**src/rmcc_pkg.sv**
```systemverilog
// Summary of operation
// - In bypass, system divider code n divides the source by n+1.
// - With PLL in use, a too-low divider reads back as the minimum divider.
// - Bit 22 enables the system divider; PLL operation always applies it.
// - Bit 20 set clocks PWM from the predivider instead of the system clock.
// - PWM field 19:17 (reset 7) gives /2../32, codes 5..7 all /64.
// - PWM clock divides by powers of two, edges aligned to system clock.
// - Bit 13 drives PLL power-down directly; reset 1 keeps PLL off.
// - Bit 12 (reset 1) set blocks PLL clock output; cleared passes it.
// - Bit 11 (reset 1) set selects oscillator; cleared selects divided PLL.
// - Bit 10 enables PLL check timer; a PLL stop raises an interrupt.
// - Oscillator select: 00 main, 01 internal, 10 internal/4, 11 reserved.
package rmcc_pkg;
   // ----------------------------------------
   // Register map
   // ----------------------------------------
   localparam logic [7:0] RMCC_RCC_ADDR = 8'h60;
   localparam logic [7:0] RMCC_STAT_ADDR = 8'h64;
   localparam logic [31:0] RMCC_RCC_RESET = 32'h078e3ac0;
   localparam logic [31:0] RMCC_RCC_WMASK = 32'h07de3ff0;
   // ----------------------------------------
   // Field positions
   // ----------------------------------------
   localparam int RMCC_SYSTEM_CLOCK_DIVISOR_LSB = 23;
   localparam int RMCC_USESYS_BIT = 22;
   localparam int RMCC_USEPWM_BIT = 20;
   localparam int RMCC_PWMSEL_LSB = 17;
   localparam int RMCC_PWROFF_BIT = 13;
   localparam int RMCC_GATE_BIT = 12;
   localparam int RMCC_BYPASS_BIT = 11;
   localparam int RMCC_CHECK_BIT = 10;
   localparam int RMCC_OSCSEL_LSB = 4;
   // ----------------------------------------
   // Values
   // ----------------------------------------
   localparam logic [3:0] RMCC_MIN_DIV = 4'h7;
   localparam logic [2:0] RMCC_PWM_MAXCODE = 3'h5;
   localparam logic [1:0] RMCC_OSC_MAIN = 2'h0;
   localparam logic [1:0] RMCC_OSC_INT = 2'h1;
   localparam logic [1:0] RMCC_OSC_INT4 = 2'h2;
   localparam logic [1:0] RMCC_OSC_RSVD = 2'h3;
   localparam int RMCC_CHECK_WINDOW = 64;
   localparam logic [1:0] RMCC_RESP_OKAY = 2'h0;
   localparam logic [1:0] RMCC_RESP_SLVERR = 2'h2;
   typedef enum logic [1:0] {RMCC_SRC_OSC, RMCC_SRC_SWITCH, RMCC_SRC_PLL} rmcc_src_t;
endpackage

```
**src/rmcc_div_if.sv**
```systemverilog
`timescale 1ns/1ps
interface rmcc_div_if;
   logic [3:0] divCode;
   logic divEnable;
   logic divTick;
   logic divSync;
   modport owner (output divCode, output divEnable, input divTick, output divSync);
   modport divider (input divCode, input divEnable, output divTick, input divSync);
endinterface

```
**src/rmcc_divider.sv**
```systemverilog
`timescale 1ns/1ps
module rmcc_divider
   import rmcc_pkg::*;
(
   // Clock and reset
   input wire logic sys_clk,
   input wire logic rst,
   // Control
   rmcc_div_if.divider dv
);
   logic [3:0] cnt_r;
   logic [3:0] cnt_nxt;
   logic wrap;
   // ----------------------------------------
   // Divide by code plus one
   // ----------------------------------------
   assign wrap = (cnt_r >= dv.divCode);
   assign cnt_nxt = (wrap || dv.divSync) ? 4'h0 : cnt_r + 4'h1;
   assign dv.divTick = dv.divEnable && wrap;
   always_ff @(posedge sys_clk) begin
      if (rst) cnt_r <= 4'h0;
      else if (dv.divEnable) cnt_r <= cnt_nxt;
      else cnt_r <= 4'h0;
   end
endmodule // rmcc_divider

```
**src/rmcc_top.sv**
```systemverilog
`timescale 1ns/1ps
module rmcc_top
   import rmcc_pkg::*;
(
   // Clock and reset
   input wire logic sys_clk,
   input wire logic rst,
   // AXI4-Lite write address
   input wire logic [7:0] s_axi_awaddr,
   input wire logic s_axi_awvalid,
   output logic s_axi_awready,
   // AXI4-Lite write data
   input wire logic [31:0] s_axi_wdata,
   input wire logic [3:0] s_axi_wstrb,
   input wire logic s_axi_wvalid,
   output logic s_axi_wready,
   // AXI4-Lite write response
   output logic [1:0] s_axi_bresp,
   output logic s_axi_bvalid,
   input wire logic s_axi_bready,
   // AXI4-Lite read address
   input wire logic [7:0] s_axi_araddr,
   input wire logic s_axi_arvalid,
   output logic s_axi_arready,
   // AXI4-Lite read data
   output logic [31:0] s_axi_rdata,
   output logic [1:0] s_axi_rresp,
   output logic s_axi_rvalid,
   input wire logic s_axi_rready,
   // PLL
   input wire logic pllAlive,
   output logic pllPowerOff,
   output logic pllOutputGate,
   // Clock enables, source select and status
   output logic sysClkEn,
   output logic pwmClkEn,
   output logic [1:0] oscSelect,
   output logic sysFromPll,
   output logic pllFail
);
   // ----------------------------------------
   // Configuration register
   // ----------------------------------------
   logic [31:0] rcc_r;
   logic [31:0] rcc_nxt;
   logic fail_r;
   logic [3:0] system_clock_divisor;
   logic [2:0] pwmSel;
   logic bypass;
   logic useSys;
   logic pllUsed;
   logic [3:0] sysDivRead;
   logic [31:0] rccRead;
   assign system_clock_divisor = rcc_r[RMCC_SYSTEM_CLOCK_DIVISOR_LSB +: 4];
   assign pwmSel = rcc_r[RMCC_PWMSEL_LSB +: 3];
   assign bypass = rcc_r[RMCC_BYPASS_BIT];
   assign useSys = rcc_r[RMCC_USESYS_BIT];
   assign pllUsed = !bypass;
   assign sysDivRead = (pllUsed && system_clock_divisor < RMCC_MIN_DIV) ? RMCC_MIN_DIV : system_clock_divisor;
   always_comb begin
      rccRead = rcc_r & RMCC_RCC_WMASK;
      rccRead[RMCC_SYSTEM_CLOCK_DIVISOR_LSB +: 4] = sysDivRead;
   end
   assign pllPowerOff = rcc_r[RMCC_PWROFF_BIT];
   assign pllOutputGate = rcc_r[RMCC_GATE_BIT];
   assign oscSelect = rcc_r[RMCC_OSCSEL_LSB +: 2];
   // ----------------------------------------
   // AXI4-Lite write
   // ----------------------------------------
   logic bvalid_r;
   logic [1:0] bresp_r;
   logic doWrite;
   logic wrHit;
   logic wrStat;
   assign s_axi_awready = s_axi_awvalid && s_axi_wvalid && !bvalid_r;
   assign s_axi_wready = s_axi_awready;
   assign doWrite = s_axi_awready;
   assign wrHit = s_axi_awaddr == RMCC_RCC_ADDR;
   assign wrStat = s_axi_awaddr == RMCC_STAT_ADDR;
   always_comb begin
      rcc_nxt = rcc_r;
      for (int b = 0; b < 4; b++) begin
         if (s_axi_wstrb[b]) rcc_nxt[b*8 +: 8] = s_axi_wdata[b*8 +: 8];
      end
      rcc_nxt = (rcc_nxt & RMCC_RCC_WMASK) | (RMCC_RCC_RESET & ~RMCC_RCC_WMASK);
   end
   always_ff @(posedge sys_clk) begin
      if (rst) rcc_r <= RMCC_RCC_RESET;
      else if (doWrite && wrHit) rcc_r <= rcc_nxt;
   end
   always_ff @(posedge sys_clk) begin
      if (rst) begin
         bvalid_r <= 1'b0;
         bresp_r <= RMCC_RESP_OKAY;
      end else if (doWrite) begin
         bvalid_r <= 1'b1;
         bresp_r <= (wrHit || wrStat) ? RMCC_RESP_OKAY : RMCC_RESP_SLVERR;
      end else if (s_axi_bready) begin
         bvalid_r <= 1'b0;
      end
   end
   assign s_axi_bvalid = bvalid_r;
   assign s_axi_bresp = bresp_r;
   // ----------------------------------------
   // AXI4-Lite read
   // ----------------------------------------
   logic rvalid_r;
   logic [31:0] rdata_r;
   logic [1:0] rresp_r;
   logic [31:0] statWord;
   assign s_axi_arready = !rvalid_r;
   always_ff @(posedge sys_clk) begin
      if (rst) begin
         rvalid_r <= 1'b0;
         rdata_r <= 32'h0;
         rresp_r <= RMCC_RESP_OKAY;
      end else if (s_axi_arvalid && !rvalid_r) begin
         rvalid_r <= 1'b1;
         rdata_r <= (s_axi_araddr == RMCC_RCC_ADDR) ? rccRead :
                    (s_axi_araddr == RMCC_STAT_ADDR) ? statWord : 32'h0;
         rresp_r <= (s_axi_araddr == RMCC_RCC_ADDR || s_axi_araddr == RMCC_STAT_ADDR) ?
                    RMCC_RESP_OKAY : RMCC_RESP_SLVERR;
      end else if (s_axi_rready) begin
         rvalid_r <= 1'b0;
      end
   end
   assign s_axi_rvalid = rvalid_r;
   assign s_axi_rdata = rdata_r;
   assign s_axi_rresp = rresp_r;
   // ----------------------------------------
   // PLL alive synchroniser and check timer
   // ----------------------------------------
   logic alive1_r;
   logic pllAlive_s;
   logic alivePrev_r;
   logic [6:0] watch_r;
   logic aliveEdge;
   always_ff @(posedge sys_clk) begin
      if (rst) begin
         alive1_r <= 1'b0;
         pllAlive_s <= 1'b0;
         alivePrev_r <= 1'b0;
      end else begin
         alive1_r <= pllAlive;
         pllAlive_s <= alive1_r;
         alivePrev_r <= pllAlive_s;
      end
   end
   assign aliveEdge = pllAlive_s != alivePrev_r;
   assign statWord = {28'h0, fail_r, sysFromPll, pllAlive_s, 1'b0};
   always_ff @(posedge sys_clk) begin
      if (rst || !rcc_r[RMCC_CHECK_BIT] || aliveEdge) watch_r <= 7'h0;
      else if (watch_r != 7'(RMCC_CHECK_WINDOW)) watch_r <= watch_r + 7'h1;
   end
   always_ff @(posedge sys_clk) begin
      if (rst) fail_r <= 1'b0;
      else if (rcc_r[RMCC_CHECK_BIT] && watch_r == 7'(RMCC_CHECK_WINDOW)) fail_r <= 1'b1;
      else if (doWrite && wrStat && s_axi_wstrb[0] && s_axi_wdata[3]) fail_r <= 1'b0;
   end
   assign pllFail = fail_r;
   // ----------------------------------------
   // Glitch-free source switch
   // ----------------------------------------
   rmcc_src_t src_r;
   rmcc_src_t src_nxt;
   logic wantPll;
   logic divBoundary;
   rmcc_div_if sdv ();
   assign wantPll = pllUsed;
   always_comb begin
      case (src_r)
         RMCC_SRC_OSC: src_nxt = wantPll ? RMCC_SRC_SWITCH : RMCC_SRC_OSC;
         RMCC_SRC_SWITCH: src_nxt = divBoundary ? (wantPll ? RMCC_SRC_PLL : RMCC_SRC_OSC) : RMCC_SRC_SWITCH;
         RMCC_SRC_PLL: src_nxt = wantPll ? RMCC_SRC_PLL : RMCC_SRC_SWITCH;
         default: src_nxt = RMCC_SRC_OSC;
      endcase
   end
   always_ff @(posedge sys_clk) begin
      if (rst) src_r <= RMCC_SRC_OSC;
      else src_r <= src_nxt;
   end
   assign sysFromPll = src_r == RMCC_SRC_PLL;
   // ----------------------------------------
   // System divider
   // ----------------------------------------
   logic divOn;
   assign divOn = useSys || src_r != RMCC_SRC_OSC;
   assign sdv.divCode = (src_r != RMCC_SRC_OSC) ? sysDivRead : system_clock_divisor;
   assign sdv.divEnable = divOn;
   assign sdv.divSync = 1'b0;
   assign divBoundary = !divOn || sdv.divTick;
   rmcc_divider u_system_clock_divisor (
      .sys_clk(sys_clk),
      .rst(rst),
      .dv(sdv.divider)
   );
   assign sysClkEn = src_r == RMCC_SRC_SWITCH ? 1'b0 : (divOn ? sdv.divTick : 1'b1);
   // ----------------------------------------
   // PWM predivider
   // ----------------------------------------
   logic [5:0] pwmCnt_r;
   logic [5:0] pwmMask;
   logic [2:0] pwmCode;
   assign pwmCode = (pwmSel > RMCC_PWM_MAXCODE) ? RMCC_PWM_MAXCODE : pwmSel;
   assign pwmMask = 6'((7'h2 << pwmCode) - 7'h1);
   always_ff @(posedge sys_clk) begin
      if (rst) pwmCnt_r <= 6'h0;
      else if (sysClkEn) pwmCnt_r <= pwmCnt_r + 6'h1;
   end
   assign pwmClkEn = rcc_r[RMCC_USEPWM_BIT] ? (sysClkEn && (pwmCnt_r & pwmMask) == pwmMask) : sysClkEn;
endmodule // rmcc_top

```
**config.mk**
```make
export PLATFORM = sky130hd
export DESIGN_NAME = rmcc_top
export DESIGN_NICKNAME = d
export VERILOG_FILES = /design/src/rmcc_pkg.sv /design/src/rmcc_div_if.sv /design/src/rmcc_divider.sv /design/src/rmcc_top.sv
export SDC_FILE = /design/constraint.sdc
export NUM_CORES = 1
export LEC_CHECK = 0
export ABC_CLOCK_PERIOD_IN_PS = 2600
export BUFFER_PORTS_ARGS = -buffer_cell sky130_fd_sc_hd__clkbuf_2
export CAP_MARGIN = 20
export CORE_MARGIN = 2
export CORE_UTILIZATION = 23
export DETAILED_ROUTE_END_ITERATION = 6
export PLACE_DENSITY_LB_ADDON = 0.05
export SLEW_MARGIN = 25
export SYNTH_ARGS = -nofsm -noshare
export SYNTH_HDL_FRONTEND = slang
export SYNTH_SLANG_ARGS = --single-unit
```
**constraint.sdc**
```tcl
create_clock -name sys_clk -period 2.6 [get_ports sys_clk]
set_input_delay 0.52 -clock sys_clk [delete_from_list [all_inputs] [get_ports sys_clk]]
set_output_delay 0.52 -clock sys_clk [all_outputs]
set_load 0.02 [all_outputs]
```
Word level (Yosys, flattened, before mapping)
Cells that the tools add are included.
- input port bits: 60
- register bits: 80
- output and inout port bits: 49
- $add $sub $neg: 4
- reduce and logical (&&, ||, !) cells: 32
- bitwise logic cells: 2
- eq/ne operators: 10
- mux-type cells: 21
- $lt $le $gt $ge: 3
- shifts and indexed selects: 1
- operators by type and width (operator ; number):
    $eq 8x7->1 const B ; 4
    $mux 27 ; 1
    $mux 4 ; 3
    $logic_and 1x1->1 ; 11
    $mux 1 ; 10
    $mux 2 ; 5
    $reduce_and 2->1 ; 4
    $reduce_bool 2->1 ; 4
    $add 7x1->7 const B ; 1
    $eq 7x7->1 const B ; 1
    $ne 7x7->1 const B ; 1
    $add 6x1->6 const B ; 1
    $and 6x6->6 ; 1
    $eq 6x6->1 ; 1
    $logic_or 1x1->1 ; 6
    $pmux 2 s3 ; 1
    $shl 2x3->6 const A ; 1
    $sub 6x1->6 const B ; 1
    $logic_not 1->1 ; 5
    $add 4x1->4 const B ; 1
    $ge 4x4->1 ; 1
    $lt 4x3->1 const B ; 1
    $gt 3x3->1 const B ; 1
    $mux 3 ; 1
    6 further kinds ; 6

Logic depth before layout (Yosys ltp)
- word-level depth: 10
- mapped depth: 8
- depth with buffers taken out: 8

By module
Synthesis repeated with hierarchy kept, for this count alone.
- cells, all modules: 300
- area total of the unflattened synthesis: 3047.9 µm²
- modules (own cells, without submodules) (module ; instances ; area an instance (µm²) ; cells each ; sequential area each (µm²)):
    rmcc_top ; 1 ; 2771.4 ; 272 ; 1281.2
    rmcc_divider ; 1 ; 276.5 ; 28 ; 80.1

Worst setup path after synthesis
No wires, ideal clock.
- path type: register to output
- start: register rcc_r[11]
- end: output pwmClkEn
- data required time: 2.080 ns
- stages on the path, launching flop included: 9
- setup slack: -0.176 ns
- arrival time: 2.256 ns
- path through: dfxtp_1 nor2_1 o21a_1 or2_2 ha_1 nor3b_1 o21a_1 a21oi_1 o21a_1
- cells in the longest elaborated chain, start to end: 10
- RTL lines (what ; line ; source):
    from (decl) ; rmcc_top.sv:44 ; logic [31:0] rcc_r;
    from (signal assigned) ; rmcc_top.sv:89 ; else if (doWrite && wrHit) rcc_r <= rcc_nxt;
    $logic_not 1->1 * ; rmcc_top.sv:58 ; assign pllUsed = !bypass;
    $logic_and 1x1->1 * ; rmcc_top.sv:59 ; assign sysDivRead = (pllUsed && system_clock_divisor < RMCC_MIN_DIV) ? RMCC_MIN_DIV : system_clock_divisor;
    $mux 4 * ; rmcc_top.sv:59 ;
    $mux 4 * ; rmcc_top.sv:188 ; assign sdv.divCode = (src_r != RMCC_SRC_OSC) ? sysDivRead : system_clock_divisor;
    $ge 4x4->1 * ; rmcc_divider.sv:17 ; assign wrap = (cnt_r >= dv.divCode);
    $logic_and 1x1->1 * ; rmcc_divider.sv:19 ; assign dv.divTick = dv.divEnable && wrap;
    $mux 1 * (2 in a row) ; rmcc_top.sv:197 ; assign sysClkEn = src_r == RMCC_SRC_SWITCH ? 1'b0 : (divOn ? sdv.divTick : 1'b1);
    via sysClkEn ; rmcc_top.sv:35 ; output logic sysClkEn,
    $logic_and 1x1->1 ; rmcc_top.sv:210 ; assign pwmClkEn = rcc_r[RMCC_USEPWM_BIT] ? (sysClkEn && (pwmCnt_r & pwmMask) == pwmMask) : sysClkEn;
    $mux 1 * ; rmcc_top.sv:210 ;
    to (decl) ; rmcc_top.sv:36 ; output logic pwmClkEn,
Mark *: on every way through the listed nets, which the timed path passes. The rest lies on a longest branch.

Final worst setup path
- start: register rcc_r[11]
- end: output sysClkEn
- cells in the longest elaborated chain, start to end: 8
- RTL lines (what ; line):
    $logic_not 1->1 ; rmcc_top.sv:58
    $logic_and 1x1->1 ; rmcc_top.sv:59
    $mux 4 ; rmcc_top.sv:59
    $mux 4 ; rmcc_top.sv:188
    $ge 4x4->1 ; rmcc_divider.sv:17
    $logic_and 1x1->1 ; rmcc_divider.sv:19
    $mux 1 (2 in a row) ; rmcc_top.sv:197
    to (decl) ; rmcc_top.sv:35
Every way passes these cells.

==> run_results.csv <==
group,metric,value,unit
worst_hold_path,hold_class,"input pin to register",
placement,hpwl,5830,um
synthesis,async_flop_share,0,
final_layout,stdcell_count,578,
clock_network,postCtsHoldBufs,0,
pwr,switchingPower,0.000540,W
outcome,status,"finished, final reports clean",
sta,hold_violations,0,
worst_setup_path,start_kind,"register",
synthesis,synth_area,3000,sq um
sta,final.setup.worst_slack,0.0358,ns
floorplan,dieWidth,118,um
worst_setup_path,end_kind,"primary output",
pwr,swShare,0.233,
detailed_routing,ant_nets,0,
synthesis,syn-mean-instance-area,9.89,sq um
sta,fin_hold_ws,0.366,ns
worst_hold_path,holdPathStages,2,
pwr,vdd_ir_drop_max,0.000264,V
pwr,seqPwrFrac,0.460,
pwr,p_per_area,586,nW/um^2
clock_network,cts_root_buffer,"clkbuf_16",
final_layout,mostFrequentLayoutCell,"clkbuf_2",
floorplan,start_util,0.237,
final_layout,finish.utilization,0.312,
floorplan,rows,41,
detailed_routing,vias,2403,
grt,track_usage,0.120,
placement,gp_congestion,0.741,
final_layout,areaGrowthSynthToFinish,31.9,%
clock_network,clkLatencyLatePin,0.33,ns
grt,grt-ovfl-total,0,
clock_network,htree_levels,3,
sta,period_needed,2.56,ns
sta,min_period_over_period,0.986,
clock_network,cts_tree,"yes",
worst_setup_path,regToRegSetupSlack,0.52,ns
pwr,leakagePower,1.68,nW
worst_setup_path,crit_required,2.08,ns
worst_setup_path,critical_path_class,"register to primary output",
worst_setup_path,slowest_delay,0.35,ns
placement,io_buffers,84,
synthesis,synth.area.top_cells,"dfxtp_1 45%, mux2i_1 6.7%, a22o_1 5.6%",
detailed_routing,routedWlPerCell,13.6,um
synthesis,synth.largest_area_cell,"dfxtp_1",
synthesis,synth_edf_count,0,
floorplan,io_pins,109,
synthesis,yosysUniqueCellTypes,40,
worst_setup_path,worst_path_max_delay_cell,"dfxtp_2",
detailed_routing,viasPerCell,4.16,
floorplan,core,12700,sq um
clock_network,clkTransAtPathRegs,0.06,ns
final_layout,nNetsFinal,470,
clock_network,cts_sinks,68,
worst_setup_path,reg2regPathDepth,9,
grt,antenna_found_initial,0,
floorplan,die_area,14000,sq um
pwr,clkPwrFrac,0.481,
worst_hold_path,min_from,"s_axi_rready",
synthesis,synth_top_area_frac,0.454,
sta,maxSlewViolCount,0,
synthesis,ys.flop_type,"dfxtp_1",
synthesis,ys_seq_area_frac,0.454,
detailed_routing,dr.pass1.iters,4,
worst_hold_path,hold_end,"s_axi_rvalid",
floorplan,fp.dieH,118,um
final_layout,final_cell_mix,"82 x clkbuf_2, 66 x dfxtp_1, 35 x nor2_1, 21 x nand2_1, 20 x mux2i_1",
placement,postPlaceCellArea,3620,sq um
detailed_routing,drc,0,
grt,first_global_vias,2418,
placement,dp_slack,0.117,ns
worst_setup_path,critPathLaunch,"rcc_r[11]",
synthesis,syn_inst,303,
synthesis,yosysWarnings,0,
sta,setup_violations,0,
pwr,p_int,0.00178,W
synthesis,synth.ff_latch_count,68,
grt,grt_max_degree,20,
final_layout,diodes,0,
worst_setup_path,worstReg2RegEnd,"pwmCnt_r[4]",
worst_setup_path,worstPathCellList,"nor2_4 -> o21a_1 -> or2_4 -> ha_4 -> nor3b_2 -> o21a_1 -> a21oi_2 -> buf_4 -> clkbuf_8",
sta,rsz0062_at_grt,"true",
sta,fin_worst_skew,0.00438,ns
worst_setup_path,crit_top_cell,"o21a_1",
clock_network,cts_inserted_buffers,9,
worst_setup_path,worstPathMaxFanout,3,
pwr,p_comb_frac,0.060,
run,drv_cap,0,
detailed_routing,wirelength,7870,um
worst_setup_path,cp.arrival,2.04,ns
clock_network,cts_buffer_depth,2,
final_layout,postLayoutCellArea,3950,sq um
worst_setup_path,r2r_start,"rcc_r[26]",
final_layout,drive_gt1_frac,0.337,
placement,dp_cells,560,
detailed_routing,drtIter0Drc,88,
grt,grt_pass1_wl,12900,um
sta,fmax,390,MHz
==> Yosys cell counts, types with 2 or more instances <==
cell type and number:
nand4_1 4, and3_1 4, nand2_1 21, nor2_1 36, nand2b_1 7, nor4_4 4
clkbuf_1 6, xor2_1 6, inv_1 9, mux2_2 5, a22o_1 19, nor3b_1 2
buf_4 16, ha_1 9, a32oi_1 3, a21oi_1 10, o21a_1 3, or2_2 5
o211ai_1 2, mux2i_1 20, nor3_1 8, nor2b_1 10, xnor2_1 4, nand3_1 6
o21ai_0 2, dfxtp_1 68
==> cell type report <==
type,instances,area [sq um]
fillers,1364,8720
multi-input cells,213,1520
well taps,172,215
clock inverters,2,10.0
repair buffers,99,551
flip-flops and latches,68,1360
inverters,10,37.5
clock buffers,14,254
==> state kept, by name (all words and copies together) (netlist names) <==
signal / flops
s_axi_rdata: 22
rcc_r: 19
watch_r: 7
pwmCnt_r: 6
u_system_clock_divisor.cnt_r: 4
src_r: 2
alive1_r: 1
alivePrev_r: 1
pllAlive_s: 1
pllFail: 1
s_axi_bresp: 1
s_axi_bvalid: 1
s_axi_rresp: 1
s_axi_rvalid: 1
==> per-layer routing <==
metal,vias to the layer above,part of all wire,global-route usage
li1,1231,-,-
met1,1088,0.51,0.166
met2,73,0.42,0.168
met3,11,0.052,0.0357
met4,0,0.022,0.0633
met5,-,0,0
==> logic make-up after synthesis <==
group,Yosys count,share of synthesized area
muxes,25,0.0856
DFF,68,0.454
AOI/OAI and AO/OA,43,0.108
and+or+nand+nor,114,0.220
adders and majority gates,9,0.0376
other,1,0.00125
buffers and inverters,33,0.0639
xor gates and xnor gates,10,0.0292
==> power by group through the flow <==
| stage | combinational (W) | sequential (W) | clock, W |
|---|---|---|---|
| 2_1_floorplan | 0.0000867 | 0.00109 | 0 |
| 3_3_place_gp | 0.000141 | 0.00109 | 0 |
| 3_5_place_dp | 0.000141 | 0.00109 | 0 |
| 4_1_cts | 0.000141 | 0.00106 | 0.00116 |
| 5_1_grt | 0.000153 | 0.00107 | 0.00122 |
| 6_report | 0.000138 | 0.00107 | 0.00111 |
==> critical path: cells and delay by family, from the launching register on <==
| kind | cells | cell delay [ns] |
|---|---|---|
| and+or+nand+nor | 3 | 0.47 |
| AOI/OAI and AO/OA | 3 | 0.37 |
| DFF | 1 | 0.35 |
| buffers and inverters | 2 | 0.30 |
| adders and majority gates | 1 | 0.21 |
==> what timing repair did <==
| item | in CTS | in global routing |
|---|---|---|
| setup endpoints to repair | 2 | 2 |
| resized for setup | 12 | 0 |
| buffers inserted | 2 | 0 |
| pin swaps | 5 | 0 |
==> stage by stage <==
stage	TNS [ns]	total power, W
detailed placement	0	0.00123
global placement	0	0.00123
CTS	-0.00167	0.00236
global route	-0.186	0.00244
floorplan	0	0.00118
finish	0	0.00232
==> worst max-delay path by stage <==
stage / end / slack, ns
5_1_grt: pwmClkEn / -0.11
4_1_cts: pwmClkEn / -0.001
3_5_place_dp: sysClkEn / 0.12
6_report: sysClkEn / 0.04
3_3_place_gp: sysClkEn / 0.17
2_1_floorplan: pwmClkEn / 0.03
(Power assumes the default switching activity.)
